**config.mk**
```make
export PLATFORM = sky130hd
export DESIGN_NAME = flpc_codec
export DESIGN_NICKNAME = d
export VERILOG_FILES = /design/src/flpc_pkg.sv /design/src/flpc_tov_timer.sv /design/src/flpc_codec.sv
export SDC_FILE = /design/constraint.sdc
export NUM_CORES = 1
export LEC_CHECK = 0
export BUFFER_PORTS_ARGS = -buffer_cell sky130_fd_sc_hd__buf_2
export CAP_MARGIN = 20
export CORE_MARGIN = 2
export CORE_UTILIZATION = 30
export DETAILED_ROUTE_END_ITERATION = 8
export GPL_TIMING_DRIVEN = 0
export SLEW_MARGIN = 20
export SYNTH_ARGS = -nofsm -noshare
export SYNTH_HDL_FRONTEND = slang
export SYNTH_SLANG_ARGS = --single-unit
```
**constraint.sdc**
```tcl
create_clock -name clock -period 3.4 [get_ports clock]
set_input_delay 0.34 -clock clock [delete_from_list [all_inputs] [get_ports clock]]
set_output_delay 0.34 -clock clock [all_outputs]
set_load 0.01 [all_outputs]
```
**src/flpc_pkg.sv**
```systemverilog
// Constants, types and encodings for the fabric login parameter codec.
// Assumes a single 100 MHz clock and that every user of it names items as flpc_pkg::name.
//
// Function
// - Common word 1 bits 15-0 carry the binary largest receivable data field size.
// - Sizes below 256 or above 2112 are invalid and never advertised.
// - Advertised size is always a multiple of four bytes.
// - Resolution bit 26 clear: timeout value counts 1 ms steps.
// - Resolution bit 26 set: timeout value counts 1 ns steps.
// - Classes 1, 2, 4: class word 0 bit 23 shows priority/preemption support.
// - Class 3 word 0 bit 23 is reserved, driven zero.
// - Services bit 10 set only when routing to multicast server exists.
// - Services bit 9 set only when routing to clock sync server exists.
// - Services bit 8 set only when routing to key distribution server exists.
// - Services bit 7 set only when routing to alias server exists.
// - Services bit 6 set only when routing to QoS facilitator exists.
// - Services bit 5 set only when routing to management server exists.
// - Services bit 4 set only when routing to time server exists.
// - Services bit 3 set only when routing to directory server exists.
// - Services word 0 bits 31-11, 2-0 and words 1-7 are reserved zero.

`default_nettype none

package flpc_pkg;

    // ----------------------------------------------------------------
    // Field layout
    // ----------------------------------------------------------------
    localparam logic [15:0] RX_SIZE_MIN  = 16'h0100;
    localparam logic [15:0] RX_SIZE_MAX  = 16'h0840;
    localparam logic [15:0] RX_SIZE_ALGN = 16'hfffc;
    localparam int          BIT_TOV_RES  = 26;
    localparam int          BIT_PRIO     = 23;
    localparam int          CLASS3_POS   = 2;
    localparam int          NUM_CLASSES  = 4;
    localparam int          SVC_LSB      = 3;
    localparam int          SVC_COUNT    = 8;

    // ----------------------------------------------------------------
    // Reply word order
    // ----------------------------------------------------------------
    localparam logic [3:0] IDX_COMMON_W1 = 4'h0;
    localparam logic [3:0] IDX_COMMON_W3 = 4'h1;
    localparam logic [3:0] IDX_CLASS_LO  = 4'h2;
    localparam logic [3:0] IDX_CLASS_HI  = 4'h5;
    localparam logic [3:0] IDX_SVC_W0    = 4'h6;
    localparam logic [3:0] IDX_LAST      = 4'hd;

    // ----------------------------------------------------------------
    // Timing
    // ----------------------------------------------------------------
    localparam int          CLK_PERIOD_NS = 10;
    localparam int          MS_IN_NS      = 1000000;
    localparam int          MS_CYCLES     = MS_IN_NS / CLK_PERIOD_NS;
    localparam logic [32:0] NS_PER_CYCLE  = 33'(CLK_PERIOD_NS);

    // ----------------------------------------------------------------
    // Types
    // ----------------------------------------------------------------
    typedef enum logic [1:0] {
        ST_IDLE,
        ST_LOAD,
        ST_SEND
    } flpc_state_type;

    typedef struct packed {
        flpc_state_type st;
        logic [3:0]     idx;
        logic [31:0]    data;
        logic [15:0]    size;
        logic           size_err;
        logic [31:0]    tov;
        logic           ns_res;
        logic [3:0]     prio;
        logic [7:0]     route;
        logic           done;
    } flpc_codec_type;

    typedef struct packed {
        logic        run;
        logic [31:0] presc;
        logic [31:0] elapsed;
        logic        expired;
    } flpc_timer_type;

    localparam flpc_codec_type CODEC_RESET = '0;
    localparam flpc_timer_type TIMER_RESET = '0;

endpackage

`default_nettype wire

```
**src/flpc_tov_timer.sv**
```systemverilog
// Error-detect timeout timer for the fabric login parameter codec.
// Assumes start and stop are synchronous pulses and tov/ns_res hold while running.

`timescale 1ns/1ps
`default_nettype none

module flpc_tov_timer #(
    parameter int MS_CYCLES = flpc_pkg::MS_CYCLES
) (
    // Clock and reset
    input  wire logic        clock,
    input  wire logic        rst_b,
    // Control
    input  wire logic        start,
    input  wire logic        stop,
    input  wire logic [31:0] tov,
    input  wire logic        ns_res,
    // Status
    output logic             running,
    output logic             expired
);

    flpc_pkg::flpc_timer_type s_ff;
    flpc_pkg::flpc_timer_type nxt_s;
    logic [32:0]              ns_sum;

    // ----------------------------------------------------------------
    // Next state
    // ----------------------------------------------------------------
    always_comb begin
        nxt_s         = s_ff;
        nxt_s.expired = 1'b0;
        ns_sum        = {1'b0, s_ff.elapsed} + flpc_pkg::NS_PER_CYCLE;
        if (stop) begin
            nxt_s.run = 1'b0;
        end else if (start) begin
            nxt_s.run     = 1'b1;
            nxt_s.presc   = '0;
            nxt_s.elapsed = '0;
        end else if (s_ff.run) begin
            if (s_ff.elapsed >= tov) begin
                nxt_s.run     = 1'b0;
                nxt_s.expired = 1'b1;
            end else if (ns_res) begin
                // Saturate so a huge count cannot wrap back below tov
                nxt_s.elapsed = ns_sum[32] ? 32'hffffffff : ns_sum[31:0];
            end else if (s_ff.presc == 32'(MS_CYCLES - 1)) begin
                nxt_s.presc   = '0;
                nxt_s.elapsed = s_ff.elapsed + 32'h00000001;
            end else begin
                nxt_s.presc = s_ff.presc + 32'h00000001;
            end
        end
    end

    // ----------------------------------------------------------------
    // State register
    // ----------------------------------------------------------------
    always_ff @(posedge clock or negedge rst_b) begin
        if (!rst_b) begin
            s_ff <= flpc_pkg::TIMER_RESET;
        end else begin
            s_ff <= nxt_s;
        end
    end

    assign running = s_ff.run;
    assign expired = s_ff.expired;

endmodule

`default_nettype wire

```
**src/flpc_codec.sv**
```systemverilog
// Fabric port service parameter builder for the login reply.
// Assumes configuration inputs are synchronous to clock; the reply
// words leave one at a time under a valid/ready handshake.

`timescale 1ns/1ps
`default_nettype none

module flpc_codec #(
    parameter int MS_CYCLES = flpc_pkg::MS_CYCLES
) (
    // Clock and reset
    input  wire logic        clock,
    input  wire logic        rst_b,

    // Configuration from the fabric port
    input  wire logic [15:0] cfg_rx_size,
    input  wire logic [31:0] cfg_tov,
    input  wire logic        cfg_tov_ns,
    input  wire logic [3:0]  cfg_prio,
    input  wire logic [7:0]  cfg_route,

    // Build request
    input  wire logic        build_req,
    output logic             build_busy,
    output logic             build_done,

    // Reply word stream
    output logic             word_valid,
    input  wire logic        word_ready,
    output logic [31:0]      word_data,
    output logic [3:0]       word_idx,
    output logic             word_last,

    // Advertised snapshot
    output logic [15:0]      adv_rx_size,
    output logic             size_err,
    output logic             adv_tov_ns,

    // Timeout timer
    input  wire logic        tov_start,
    input  wire logic        tov_stop,
    output logic             tov_running,
    output logic             tov_expired
);

    // ----------------------------------------------------------------
    // Declarations
    // ----------------------------------------------------------------
    flpc_pkg::flpc_codec_type s_ff;
    flpc_pkg::flpc_codec_type nxt_s;

    logic [31:0] class_word [flpc_pkg::NUM_CLASSES];
    logic [31:0] common_w1;
    logic [31:0] common_w3;
    logic [31:0] svc_w0;
    logic [15:0] cfg_size_legal;
    logic        cfg_size_bad;
    logic [3:0]  next_idx;
    logic [31:0] next_word;

    // ----------------------------------------------------------------
    // Receive size check
    // ----------------------------------------------------------------
    // An illegal request is never sent as is: it is clamped to the nearest
    // limit or rounded down to a multiple of four; size_err reports the substitution.
    always_comb begin
        cfg_size_bad = 1'b0;
        if (cfg_rx_size < flpc_pkg::RX_SIZE_MIN) begin
            cfg_size_legal = flpc_pkg::RX_SIZE_MIN;
            cfg_size_bad   = 1'b1;
        end else if (cfg_rx_size > flpc_pkg::RX_SIZE_MAX) begin
            cfg_size_legal = flpc_pkg::RX_SIZE_MAX;
            cfg_size_bad   = 1'b1;
        end else begin
            // Rounding down stays legal: both limits are aligned
            cfg_size_legal = cfg_rx_size & flpc_pkg::RX_SIZE_ALGN;
            if (cfg_size_legal != cfg_rx_size) begin
                cfg_size_bad = 1'b1;
            end
        end
    end

    // ----------------------------------------------------------------
    // Common words
    // ----------------------------------------------------------------
    always_comb begin
        common_w1                        = '0;
        common_w1[15:0]                  = s_ff.size;
        common_w1[flpc_pkg::BIT_TOV_RES] = s_ff.ns_res;
    end

    // The count is sent as stored; bit 26 alone picks its unit
    assign common_w3 = s_ff.tov;

    // ----------------------------------------------------------------
    // Class words
    // ----------------------------------------------------------------
    genvar c;
    generate
        for (c = 0; c < flpc_pkg::NUM_CLASSES; c++) begin : g_class
            always_comb begin
                class_word[c] = '0;
                if (c == flpc_pkg::CLASS3_POS) begin
                    class_word[c][flpc_pkg::BIT_PRIO] = 1'b0;
                end else begin
                    class_word[c][flpc_pkg::BIT_PRIO] = s_ff.prio[c];
                end
            end
        end
    endgenerate

    // ----------------------------------------------------------------
    // Services availability word 0
    // ----------------------------------------------------------------
    // Route bit 7 is the multicast server at FFFF5 down to route
    // bit 0, the directory server at FFFFC.
    always_comb begin
        svc_w0 = '0;
        svc_w0[10] = s_ff.route[7];
        svc_w0[9]  = s_ff.route[6];
        svc_w0[8]  = s_ff.route[5];
        svc_w0[7]  = s_ff.route[4];
        svc_w0[6]  = s_ff.route[3];
        svc_w0[5]  = s_ff.route[2];
        svc_w0[4]  = s_ff.route[1];
        svc_w0[3]  = s_ff.route[0];
    end

    // ----------------------------------------------------------------
    // Word select
    // ----------------------------------------------------------------
    function automatic logic [31:0] pick_word(
        input logic [3:0]  idx,
        input logic [31:0] w1,
        input logic [31:0] w3,
        input logic [31:0] cw0,
        input logic [31:0] cw1,
        input logic [31:0] cw2,
        input logic [31:0] cw3,
        input logic [31:0] sw0
    );
        logic [31:0] w;
        w = '0;
        unique case (idx)
            flpc_pkg::IDX_COMMON_W1: w = w1;
            flpc_pkg::IDX_COMMON_W3: w = w3;
            4'h2:                    w = cw0;
            4'h3:                    w = cw1;
            4'h4:                    w = cw2;
            flpc_pkg::IDX_CLASS_HI:  w = cw3;
            flpc_pkg::IDX_SVC_W0:    w = sw0;
            // Services words 1 to 7 and unused codes
            default:                 w = '0;
        endcase
        return w;
    endfunction

    assign next_idx = (s_ff.st == flpc_pkg::ST_SEND) ? s_ff.idx + 4'h1
                                                       : flpc_pkg::IDX_COMMON_W1;

    assign next_word = pick_word(next_idx,
                                 common_w1,
                                 common_w3,
                                 class_word[0],
                                 class_word[1],
                                 class_word[2],
                                 class_word[3],
                                 svc_w0);

    // ----------------------------------------------------------------
    // Sequencer
    // ----------------------------------------------------------------
    // The snapshot is frozen for a whole reply so every word agrees;
    // a build request while busy is ignored for the same reason.
    always_comb begin
        nxt_s      = s_ff;
        nxt_s.done = 1'b0;
        unique case (s_ff.st)
            flpc_pkg::ST_IDLE: begin
                if (build_req) begin
                    nxt_s.size     = cfg_size_legal;
                    nxt_s.size_err = cfg_size_bad;
                    nxt_s.tov      = cfg_tov;
                    nxt_s.ns_res   = cfg_tov_ns;
                    nxt_s.prio     = cfg_prio;
                    nxt_s.route    = cfg_route;
                    nxt_s.idx      = flpc_pkg::IDX_COMMON_W1;
                    nxt_s.st       = flpc_pkg::ST_LOAD;
                end
            end
            flpc_pkg::ST_LOAD: begin
                nxt_s.data = next_word;
                nxt_s.idx  = next_idx;
                nxt_s.st   = flpc_pkg::ST_SEND;
            end
            flpc_pkg::ST_SEND: begin
                if (word_ready) begin
                    if (s_ff.idx == flpc_pkg::IDX_LAST) begin
                        nxt_s.st   = flpc_pkg::ST_IDLE;
                        nxt_s.done = 1'b1;
                        nxt_s.data = '0;
                        nxt_s.idx  = flpc_pkg::IDX_COMMON_W1;
                    end else begin
                        nxt_s.data = next_word;
                        nxt_s.idx  = next_idx;
                    end
                end
            end
            default: begin
                nxt_s = flpc_pkg::CODEC_RESET;
            end
        endcase
    end

    // ----------------------------------------------------------------
    // State register
    // ----------------------------------------------------------------
    always_ff @(posedge clock or negedge rst_b) begin
        if (!rst_b) begin
            s_ff <= flpc_pkg::CODEC_RESET;
        end else begin
            s_ff <= nxt_s;
        end
    end

    // ----------------------------------------------------------------
    // Outputs
    // ----------------------------------------------------------------
    assign word_valid  = (s_ff.st == flpc_pkg::ST_SEND);
    assign word_data   = s_ff.data;
    assign word_idx    = s_ff.idx;
    assign word_last   = word_valid && (s_ff.idx == flpc_pkg::IDX_LAST);
    assign build_busy  = (s_ff.st != flpc_pkg::ST_IDLE);
    assign build_done  = s_ff.done;
    assign adv_rx_size = s_ff.size;
    assign size_err    = s_ff.size_err;
    assign adv_tov_ns  = s_ff.ns_res;

    // ----------------------------------------------------------------
    // Timeout timer
    // ----------------------------------------------------------------
    // Runs from the advertised snapshot so the local timer and the
    // node port read the same value in the same unit.
    flpc_tov_timer #(
        .MS_CYCLES (MS_CYCLES)
    ) u_tov_timer (
        .clock   (clock),
        .rst_b   (rst_b),
        .start   (tov_start),
        .stop    (tov_stop),
        .tov     (s_ff.tov),
        .ns_res  (s_ff.ns_res),
        .running (tov_running),
        .expired (tov_expired)
    );

endmodule

`default_nettype wire

```
* Word-level counts from Yosys, hierarchy flattened
Cells that the tools add are included.
Storage, ports and cells: bits of input ports 67, output and inout port bits 60, register bits 167, word-level logic and storage cells 83
Operators by class: equal/unequal tests 14, magnitude comparators 3, bitwise gates (word level) 3, reductions and logical operators 14, mux-type cells 31, $add $sub $neg 4
Operators by type and width (count):
- $pmux 32 s6 | 1
- $mux 32 | 5
- $pmux 62 s2 | 1
- $pmux 32 s3 | 1
- $mux 66 | 1
- $mux 65 | 1
- $add 32x1->32 const B | 2
- $mux 64 | 1
- $mux 62 | 1
- $mux 38 | 1
- $mux 36 | 1
- $add 32x4->33 const B | 1
- $eq 32x17->1 const B | 1
- $ge 32x32->1 | 1
- $mux 16 | 2
- $pmux 6 s3 | 1
- $gt 16x12->1 const B | 1
- $lt 16x9->1 const B | 1
- $mux 1 | 11
- $eq 4x2->1 const B | 2
- $eq 4x3->1 const B | 2
- $reduce_and 4->1 | 2
- $mux 6 | 1
- $ne 2x2->1 const B | 3
- 17 further kinds | 24

* Depth between registers and ports, before layout
Gate-level depths: netlist (run 1).
depth after elaboration 7, gate-level depth with buffers 11, gate-level depth less buffers 9

* By module
From an unflattened synthesis (run 1), not the netlist that was laid out.
Unflattened totals: cells, all modules 1198, area, all modules 10164.7 um2
By module, submodules not included:
- flpc_tov_timer | times used 1, cells each 704, area each 5424.0 um2, sequential area each 1651.6 um2
- flpc_codec | times used 1, cells each 494, area each 4740.8 um2, sequential area each 2452.4 um2

* Least setup slack after synthesis (run 1)
OpenSTA, ideal clock, no wires.
path kind reg-to-reg, start point reg u_tov_timer.s_ff[1] (netlist bit), end point reg u_tov_timer.s_ff[57] (netlist bit), path buffers 1, data required time 3.324 ns, clock period less this slack 2.668 ns, arrival time 2.592 ns, setup time 0.076 ns, cell stages (with the launch flop) 11, path slack 0.732 ns, path through dfrtp_1 inv_1 ha_1 nand2b_1 a2111o_1 a311oi_1 a31oi_1 nor4b_2 clkbuf_1 nand2_1 o21ai_1
Between the ends: cells in the longest elaborated chain, start to end 3
RTL lines:
- start: declaration | line flpc_tov_timer.sv:23 | flpc_pkg::flpc_timer_type s_ff;
- start signal: assignment | line flpc_tov_timer.sv:61 | s_ff <= flpc_pkg::TIMER_RESET;
- start signal: assignment | line flpc_tov_timer.sv:63 | s_ff <= nxt_s;
- $ge 32x32->1 | line flpc_tov_timer.sv:41 | if (s_ff.elapsed >= tov) begin
- $ne 2x2->1 (no source line)
- $reduce_and 4->1 (no source line)
No other way between the ends. A chain may end at the register's enable or synchronous reset.

* Worst setup path in the final report (run 1)
start point reg u_tov_timer.s_ff[20] (netlist bit), end point reg u_tov_timer.s_ff[24] (netlist bit)
Between the ends: cells in the longest elaborated chain, start to end 6, elaborated cells between the ends (all ways) 11, those cells by class 2 x add/sub; 1 x order compare; 1 x eq/ne; 6 x mux; 1 x reduce/logical
RTL lines:
- $add 32x1->32 or $add 32x4->33 (tied branches) | line flpc_tov_timer.sv:49, flpc_tov_timer.sv:33
- $mux 32, on equally long branches | line flpc_tov_timer.sv:47, flpc_tov_timer.sv:46
- $mux 32 | line flpc_tov_timer.sv:44 | end else if (ns_res) begin
- $mux 64 | line flpc_tov_timer.sv:41
- $mux 66 | line flpc_tov_timer.sv:40 | end else if (s_ff.run) begin
- $mux 65 | line flpc_tov_timer.sv:36 | end else if (start) begin
Several ways; a longest one is shown, not always the timed one. The select of a mux whose other input is x is not followed.

==> results of run 1 <==
==> timing repair <==
action                                 in CTS  in global routing
buffers inserted                            0                  5
setup endpoints to repair                  53                 28
hold buffers                                1                  0
resized for setup                           6                  5
pin swaps                                   1                  1
endpoints found under the hold margin      15                  0
==> synthesized netlist by cell type (3+ instances only) <==
cell type	n	share of area, %
a222oi_1	8	0.81
a31oi_1	21	1.3
inv_1	48	1.8
o22a_1	5	0.44
o221ai_1	3	0.27
o21ai_0	120	6.1
o21ai_1	25	1.3
and2_1	11	0.69
o22ai_1	4	0.25
a211o_1	3	0.27
o41ai_1	5	0.44
a21o_1	3	0.23
o31ai_1	19	1.4
or4_1	3	0.23
xor2_1	12	1.1
buf_1	6	0.23
o31a_1	3	0.27
nand4_1	23	1.5
a211oi_1	7	0.53
mux2i_1	4	0.40
nand2b_1	8	0.50
nor2_1	66	2.5
buf_4	53	4.0
a221oi_1	3	0.27
or2_2	4	0.25
a22oi_1	7	0.53
ha_1	42	5.3
xnor2_1	12	1.1
nor3_1	31	1.6
nor2b_1	3	0.19
or3_1	9	0.57
buf_2	12	0.61
and3_1	15	0.95
clkbuf_1	53	2.0
a21oi_1	67	3.4
nand2_1	182	6.9
a22o_1	23	2.0
nor4_1	12	0.76
and4_1	6	0.53
nand3_1	37	1.9
dfrtp_1	164	41
==> cell type report <==
type	count	share of cell area, %
clock buffers	18	3.627
plain buffers	126	5.975
repair buffers	131	6.155
well taps	442	4.674
flip-flops and latches	164	34.69
clock inverters	14	1.364
multi-input cells	837	41.96
inverters	49	1.555
==> critical path, delay by kind of cell (launching register included) <==
kind,cells,cell delay (ns)
simple gates,1,0.06
compound gates,6,1.90
flops,1,0.47
fa+ha+maj,1,0.33
buf+inv,1,0.33
==> through the flow <==
step	utilization, %	TNS, ns	hold WS [ns]	worst slack (ns)
after floorplan	-	0	0.04441	0.7319
after global placement	34.08	-113.60	0.4663	-0.6743
after detailed placement	34.28	-7.500	0.1680	-0.2719
after CTS	36.20	0	0.1076	0.03686
after global routing	36.36	0	0.1149	0.04560
final	36.36	0	0.1230	0.2112
==> cells by family (layout without fill, tap and decap cells) <==
kind of cell / count (synthesis) / count (layout) / share of synthesized area [%]
AO/OA/AOI/OAI: 341 / 341 / 21.52
flip-flops: 164 / 164 / 41.39
AND/OR/NAND/NOR: 422 / 422 / 20.07
buffers and inverters: 175 / 338 / 8.935
adder cells (fa/ha/maj): 42 / 42 / 5.300
XOR/XNOR: 24 / 24 / 2.120
other: 1 / 2 / 0.03782
multiplexers: 6 / 6 / 0.6310
==> per-layer routing <==
| metal | GRT usage (%) | vias up |
|---|---|---|
| li1 | - | 4440 |
| met1 | 24.04 | 4520 |
| met2 | 28.46 | 255 |
| met3 | 2.954 | 35 |
| met4 | 5.134 | 0 |
| met5 | 0 | - |
==> worst paths after layout <==
kind	startpoint	slack, ns	cells after the start	end
max	u_tov_timer.s_ff[20]	0.21	9	u_tov_timer.s_ff[24]
max reg2reg	u_tov_timer.s_ff[20]	0.21	9	u_tov_timer.s_ff[24]
min	tov_stop	0.12	2	u_tov_timer.running
min in group asynchronous	rst_b	0.30	2	adv_rx_size[11]
max in group asynchronous	rst_b	2.10	4	common_w3[29]
min reg2reg	word_data[9]	0.49	2	word_data[9]
==> power groups by stage <==
stage	Combinational (mW)	Sequential (mW)	Clock, mW
final	3.05	2.62	1.98
after global routing	3.44	2.66	2.11
after CTS	3.02	2.62	2.02
after detailed placement	2.98	2.65	0
after global placement	2.91	2.64	0
after floorplan	2.00	2.54	0
==> registers in the layout (all words and copies together), names as in the netlist, 3 cells and up <==
signal            count
u_tov_timer.s_ff     64
class_word            3
common_w3            32
word_idx              4
adv_rx_size          14
s_ff                 10
word_data            32
==> run_results.csv, run 1 <==
group,metric,value,unit
timing,fmax,313.6,MHz
timing,maxSlewHeadroom,25.86,%
die,initial_utilization,30.47,%
drt,routed.top_layer,"met4",
final_layout,layout_commonest_cell,"nand2_1",
drt,wl_met1,13.74,mm
place,place_inst,1743,
power,p_switching,3.260,mW
timing,period_needed,3.189,ns
worst_setup_path,slowest_stage,"o21ai_0",
global_route,grt_pass1_wl,47.31,mm
power,leakagePower,5.289,nW
yosys,syn_area_per_cell,8.438,um2
final_layout,drive_gt1_share,18.67,%
clock_tree,cts_buffer_depth,2,
clock_tree,cts.clk_slew.worst_paths,0.07,ns
power,p_int,4.394,mW
final_layout,syn2layout_area_growth,19.33,%
timing,rsz0062_at_grt,"false",
final_layout,nets,1435,
final_layout,stdcell_count,1781,
timing,tightest_slew,1.100,ns
global_route,grt_max_degree,92,
worst_setup_path,crit_path_end_kind,"register",
drt,routedWlPerCell,16.69,um
drt,wl_met3,1.610,mm
worst_setup_path,worstPathArrival,3.53,ns
die,core_area,0.03254,mm2
yosys,synth_flop_cell,"dfrtp_1",
final_layout,register_area,0.004104,mm2
worst_setup_path,start_kind,"register",
yosys,synth_cell_type_count,68,
clock_tree,insertion_delay,0.44,ns
timing,hold_violations,0,
die,fp.dieArea,0.03452,mm2
yosys,yosys_warnings,0,
global_route,antenna_found_initial,0,
worst_hold_path,min_path_type,"input port to register",
final_layout,layout_common_cells,"nand2_1 (182), dfrtp_1 (164), buf_2 (134), o21ai_0 (119), a21oi_1 (67)",
clock_tree,clock_sinks,164,
power,vdd.ir_drop.worst,0.3744,mV
clock_tree,cts_root_buf,"clkbuf_16",
timing,maxSlewViolCount,0,
power,p_seq_share,34.2,%
yosys,syn_inst,1175,
power,powerDensity,646.9,mW/mm2
yosys,synth_edf_count,0,
power,swShare,42.59,%
status,status,"finished, final reports clean",
drt,vias,9250,
place,gp_congestion,0.9232,
place,numPortBuffers,123,
global_route,gr-usage-all-layers,17.57,%
die,die_h,185.8,um
drt,first_pass_iters,6,
drt,remaining_drc_errors,0,
drt,drtIter0Drc,734,
die,fp-row-count,66,
worst_setup_path,crit_path_max_incr_delay,0.53,ns
power,p_clk_share,25.9,%
timing,period_share,93.79,%
final_layout,nFillCells,3414,
timing,final-setup-viol-count,0,
worst_setup_path,crit_path_max_fanout,10,
worst_setup_path,path_cells,"ha_1 -> nand2_1 -> o21ai_0 -> o21ai_1 -> a31oi_4 -> o31a_1 -> buf_2 -> o32ai_1 -> a211oi_1",
yosys,synth-seq-cells,164,
global_route,grt_pass1_vias,8763,
timing,skew,0.01189,ns
global_route,grt_overflow,0,
final_layout,multi_input_area,0.004965,mm2
drt,wl_met2,13.83,mm
yosys,synth_area,0.009915,mm2
final_layout,num_antenna_cells,0,
clock_tree,cts_tree,"built",
power,combPwrFrac,39.9,%
worst_setup_path,critPathKind,"register to register",
place,dp_hpwl,22.01,mm
drt,viasPerCell,5.194,
worst_setup_path,cp.required,3.74,ns
power,total_power,7.654,mW
clock_tree,cts_buffers,17,
die,io_pins,127,
place,dpl_cell_area,0.01115,mm2
clock_tree,htreeDepth,4,
yosys,synth_seq_area_share,41.39,%
final_layout,fin_area,0.01183,mm2
die,die_w,185.8,um
drt,antenna_left,0,
drt,wirelength,29.72,mm
job,max-cap-violations,0,
yosys,async_flop_share,100.0,%
Power figures use the tool's default switching activity.
==> inputs of run 2 (changes only) <==
clock period = 3.1 ns   (was 3.4 ns; I/O delays follow)
==> run 2 against run 1 <==
  * First-iteration DRC count up 6.4%
  * Critical path depth up 1
  * Combinational power up 11%
  * Sequential power up 9.5%
  * Clock power up 9.6%
  * Utilization up 0.18 points
  * Die area unchanged
  * Largest power group unchanged
==> run_results.csv, run 2 (synthesis results as in run 1) <==
group,metric,value,unit
status,status,"finished, final reports clean",
global_route,met1_usage,24.16,%
final_layout,nFillCells,3406,
final_layout,layout_common_cells,"nand2_1 (182), dfrtp_1 (163), buf_2 (132), o21ai_0 (116), a21oi_1 (66)",
final_layout,nets,1436,
drt,routedWlPerCell,16.74,um
drt,vias,9288,
worst_setup_path,critPathKind,"register to register",
clock_tree,insertion_delay,0.44,ns
die,die_h,185.8,um
worst_setup_path,crit_path_max_fanout,10,
drt,drtIter0Drc,781,
worst_setup_path,crit_path_end_kind,"register",
clock_tree,cts_root_buf,"clkbuf_16",
global_route,antenna_found_initial,0,
final_layout,num_antenna_cells,0,
timing,fmax,333.6,MHz
clock_tree,cts_buffer_depth,2,
final_layout,register_area,0.004105,mm2
global_route,grt_util_met2,28.46,%
drt,wirelength,29.83,mm
timing,final-setup-viol-count,0,
worst_setup_path,r2r_slack,0.10,ns
job,max-cap-violations,0,
final_layout,regMostFlops,"u_tov_timer.s_ff",
timing,maxSlewHeadroom,28.85,%
drt,first_pass_iters,7,
place,dpl_cell_area,0.01115,mm2
clock_tree,htreeDepth,4,
global_route,grt-busiest-layer,"met2",
place,gp_congestion,0.9232,
final_layout,layout_commonest_cell,"nand2_1",
worst_setup_path,worstPathArrival,3.31,ns
global_route,grt_use_met3,2.974,%
timing,period_share,96.70,%
die,die_w,185.8,um
clock_tree,cts_buffers,17,
worst_setup_path,start_kind,"register",
final_layout,drive_gt1_share,19.40,%
power,vdd.ir_drop.worst,0.4082,mV
timing,period_needed,2.998,ns
clock_tree,clock_sinks,164,
global_route,grt_max_degree,92,
power,total_power,8.438,mW
clock_tree,cts_tree,"built",
die,core_area,0.03254,mm2
timing,tightest_slew,1.057,ns
global_route,grt_overflow,0,
die,initial_utilization,30.47,%
global_route,grt_pass1_vias,8776,
worst_hold_path,min_path_type,"input port to register",
final_layout,final_util,36.55,%
power,powerDensity,709.6,mW/mm2
final_layout,multi_input_area,0.005000,mm2
timing,skew,0.01212,ns
drt,antenna_left,0,
global_route,gr-usage-all-layers,17.63,%
power,leakagePower,5.305,nW
die,io_pins,127,
timing,whs,0.09298,ns
final_layout,fin_area,0.01189,mm2
worst_setup_path,cp.required,3.41,ns
clock_tree,cts.clk_slew.worst_paths,0.07,ns
global_route,grt_pass1_wl,47.48,mm
drt,remaining_drc_errors,0,
timing,hold_violations,0,
die,fp.dieArea,0.03452,mm2
final_layout,largest_reg_flops,64,
die,fp-row-count,66,
timing,maxSlewViolCount,0,
final_layout,syn2layout_area_growth,19.94,%
place,numPortBuffers,123,
place,dp_hpwl,22.01,mm
drt,viasPerCell,5.212,
timing,rsz0062_at_grt,"false",
[run 2: what timing repair did]
action                                  in CTS  in global routing
hold buffers                                 1                  0
resized for setup                           12                 22
endpoints found under the setup margin      64                 55
setup buffers                                3                  3
gates cloned                                 0                  0
pin swaps                                    3                  4
hold endpoints to repair                    15                  0
[run 2: metrics by stage]
step,setup WS (ns),TNS [ns],cells
finish,0.1024,0,1782
global route,0.0002574,0,1782
CTS,0.006621,0,1779
detailed placement,-0.5719,-24.67,1743
global placement,-0.9443,-174.85,1741
floorplan,0.4319,0,1176
[run 2: path summary, 6_finish.rpt]
check                                     from                   end  cells past startpoint
hold / removal                        tov_stop   u_tov_timer.running                      2
setup reg to reg           u_tov_timer.s_ff[1]  u_tov_timer.s_ff[20]                     10
min in group asynchronous                rst_b       adv_rx_size[11]                      2
setup / recovery           u_tov_timer.s_ff[1]  u_tov_timer.s_ff[20]                     10
max in group asynchronous                rst_b   u_tov_timer.s_ff[1]                      4
hold reg to reg                   word_data[9]          word_data[9]                      2
[run 2: worst max-delay path, cell delays in order (launching register included)]
cell and delay (ns):
dfrtp_2 0.42, inv_1 0.06, ha_1 0.26, nand2b_1 0.14, a2111o_1 0.47, a311oi_2 0.32, a31oi_4 0.18, o31ai_2 0.32
buf_6 0.23, nand2_2 0.12, o31ai_1 0.35
[run 2: routing by layer]
layer / share of wire [%] / wire length (um) / vias to the layer above
li1: - / - / 4439
met1: 46 / 13730 / 4526
met2: 46 / 13830 / 277
met5: 0 / 0 / -
met3: 5.5 / 1648 / 46
met4: 2.1 / 614 / 0
[run 2: layout make-up]
class / instances / share of cell area, %
multi-input cells: 837 / 42.05
flip-flops and latches: 164 / 34.52
repair buffers: 132 / 6.187
plain buffers: 126 / 6.082
well taps: 442 / 4.651
clock buffers: 18 / 3.609
inverters: 49 / 1.547
clock inverters: 14 / 1.357
[run 2: power by group]
group          switching, mW  internal (mW)  leakage (nW)  total [mW]
logic                   2.29           1.10          2.79        3.39
registers              0.350           2.52          2.22        2.87
clock network          0.959           1.21         0.291        2.17
total                   3.60           4.84          5.31        8.44
==> inputs of run 3 (changes only) <==
BUFFER_PORTS_ARGS = -buffer_cell sky130_fd_sc_hd__buf_4   (was -buffer_cell sky130_fd_sc_hd__buf_2)
CTS_BUF_LIST = sky130_fd_sc_hd__clkbuf_16   (was not set)
SLEW_MARGIN = not set   (was 20)
==> run 3 against run 2 <==
  * Sequential share of layout area shrank 0.86 points
  * Final cell count rose by 0.22%
  * Worst hold slack got worse by 0.023 ns
  * Largest power group unchanged
  * Utilization rose by 0.93 points
  * Largest cell class unchanged
  * Fmax up 1.6%
  * Setup slack gained 0.048 ns
==> run_results.csv, run 3 (synthesis results as in run 1) <==
group,metric,value,unit
status,status,"finished, final reports clean",
worst_setup_path,cp.required,3.39,ns
timing,hold_violations,0,
die,die_w,185.8,um
worst_setup_path,crit_path_max_incr_delay,0.46,ns
timing,tightest_slew,1.030,ns
worst_setup_path,r2r_slack,0.15,ns
clock_tree,cts_buffers,17,
clock_tree,clock_sinks,164,
timing,maxSlewHeadroom,30.73,%
timing,period_share,95.15,%
drt,viasPerCell,5.137,
timing,final-setup-viol-count,0,
global_route,grt_max_degree,113,
worst_setup_path,worstPathArrival,3.24,ns
timing,setup_tns,0,ns
die,core_area,0.03254,mm2
drt,remaining_drc_errors,0,
power,total_power,8.387,mW
die,io_pins,127,
worst_setup_path,crit_path_max_fanout,10,
drt,routedWlPerCell,16.89,um
global_route,antenna_found_initial,0,
clock_tree,insertion_delay,0.44,ns
drt,antenna_left,0,
timing,maxSlewViolCount,0,
worst_setup_path,start_kind,"register",
die,initial_utilization,30.47,%
drt,wirelength,30.17,mm
worst_hold_path,min_path_type,"input port to register",
global_route,gr-usage-all-layers,17.73,%
place,dp_hpwl,22.01,mm
global_route,grt_overflow,0,
clock_tree,htreeDepth,4,
worst_setup_path,critPathBufInv,2,
timing,fmax,339.0,MHz
worst_hold_path,min_path_cells,2,
final_layout,layout_common_cells,"buf_4 (183), nand2_1 (182), dfrtp_1 (163), o21ai_0 (118), a21oi_1 (67)",
worst_setup_path,crit_path_end_kind,"register",
power,leakagePower,5.370,nW
worst_setup_path,crit_family,"compound AO/OA/AOI/OAI gates",
clock_tree,cts_buffer_depth,2,
drt,first_pass_iters,7,
worst_setup_path,slowest_stage,"a2111o_1",
die,fp-row-count,66,
global_route,grt_pass1_wl,47.90,mm
job,max-cap-violations,0,
timing,whs,0.06983,ns
final_layout,drive_gt1_share,19.87,%
clock_tree,cts_tree,"built",
global_route,grt_pass1_vias,8823,
power,powerDensity,687.7,mW/mm2
worst_setup_path,cp.depth,10,
worst_setup_path,ff2ff_path_depth,10,
final_layout,largest_reg_flops,64,
timing,period_needed,2.950,ns
place,numPortBuffers,123,
die,die_h,185.8,um
drt,vias,9174,
final_layout,num_antenna_cells,0,
clock_tree,cts.clk_slew.worst_paths,0.07,ns
worst_setup_path,critPathKind,"register to register",
worst_setup_path,path_cells,"inv_1 -> ha_1 -> nand2b_1 -> a2111o_1 -> a311oi_2 -> a31oi_4 -> o31a_1 -> buf_2 -> o21ai_1 -> o41ai_2",
place,gp_congestion,0.8898,
timing,skew,0.01294,ns
final_layout,syn2layout_area_growth,23.01,%
final_layout,regMostFlops,"u_tov_timer.s_ff",
final_layout,layout_commonest_cell,"buf_4",
power,vdd.ir_drop.worst,0.4076,mV
final_layout,nets,1441,
clock_tree,cts_root_buf,"clkbuf_16",
drt,drtIter0Drc,626,
die,fp.dieArea,0.03452,mm2
run 3: layout make-up:
class / count / area (um2)
buffer: 126 / 720.7
clock buffer: 17 / 425.4
clock inverter: 14 / 128.9
fill: 3380 / 20340
inverter: 49 / 183.9
multi-input combinational: 837 / 5010
sequential: 164 / 4105
tap: 442 / 553.0
timing repair buffer: 137 / 1069
run 3: per-layer routing:
layer | part of all wire, % | routed length (um) | track usage (%)
met1 | 45 | 13640 | 23.56
met2 | 48 | 14470 | 29.23
met3 | 5.4 | 1641 | 3.698
met4 | 1.4 | 411 | 4.756
met5 | 0 | 0 | 0
run 3: what timing repair did:
| item | in CTS | in global routing |
|---|---|---|
| resized for setup | 14 | 16 |
| gates cloned | 0 | 0 |
| pin swaps | 3 | 5 |
| setup buffers | 3 | 7 |
| endpoints found under the hold margin | 52 | 0 |
| hold buffers | 1 | 0 |
| setup endpoints to repair | 63 | 56 |
run 3: path summary, 6_finish.rpt:
| check | to | startpoint |
|---|---|---|
| worst max-delay path | u_tov_timer.s_ff[12] | u_tov_timer.s_ff[1] |
| worst min-delay path | u_tov_timer.running | tov_stop |
| worst max register to register | u_tov_timer.s_ff[12] | u_tov_timer.s_ff[1] |
| worst min register to register | word_data[11] | word_data[11] |
| max in group asynchronous | u_tov_timer.s_ff[1] | rst_b |
| min in group asynchronous | word_data[13] | rst_b |
run 3: through the flow:
step / utilization, % / std cells / setup slack [ns] / area (um2)
after floorplan: - / 1176 / 0.4319 / 9918
after global placement: 35.02 / 1741 / -0.4735 / 11390
after detailed placement: 35.13 / 1742 / -0.5114 / 11430
after CTS: 37.11 / 1777 / 0.003740 / 12080
after global routing: 37.48 / 1786 / -0.01483 / 12200
final: 37.48 / 1786 / 0.1504 / 12200
run 3: power breakdown:
group | switching, mW | total (mW) | internal (mW)
combinational | 2.28 | 3.45 | 1.18
clock | 0.951 | 2.06 | 1.11
sequential | 0.346 | 2.87 | 2.52
total | 3.57 | 8.39 | 4.81
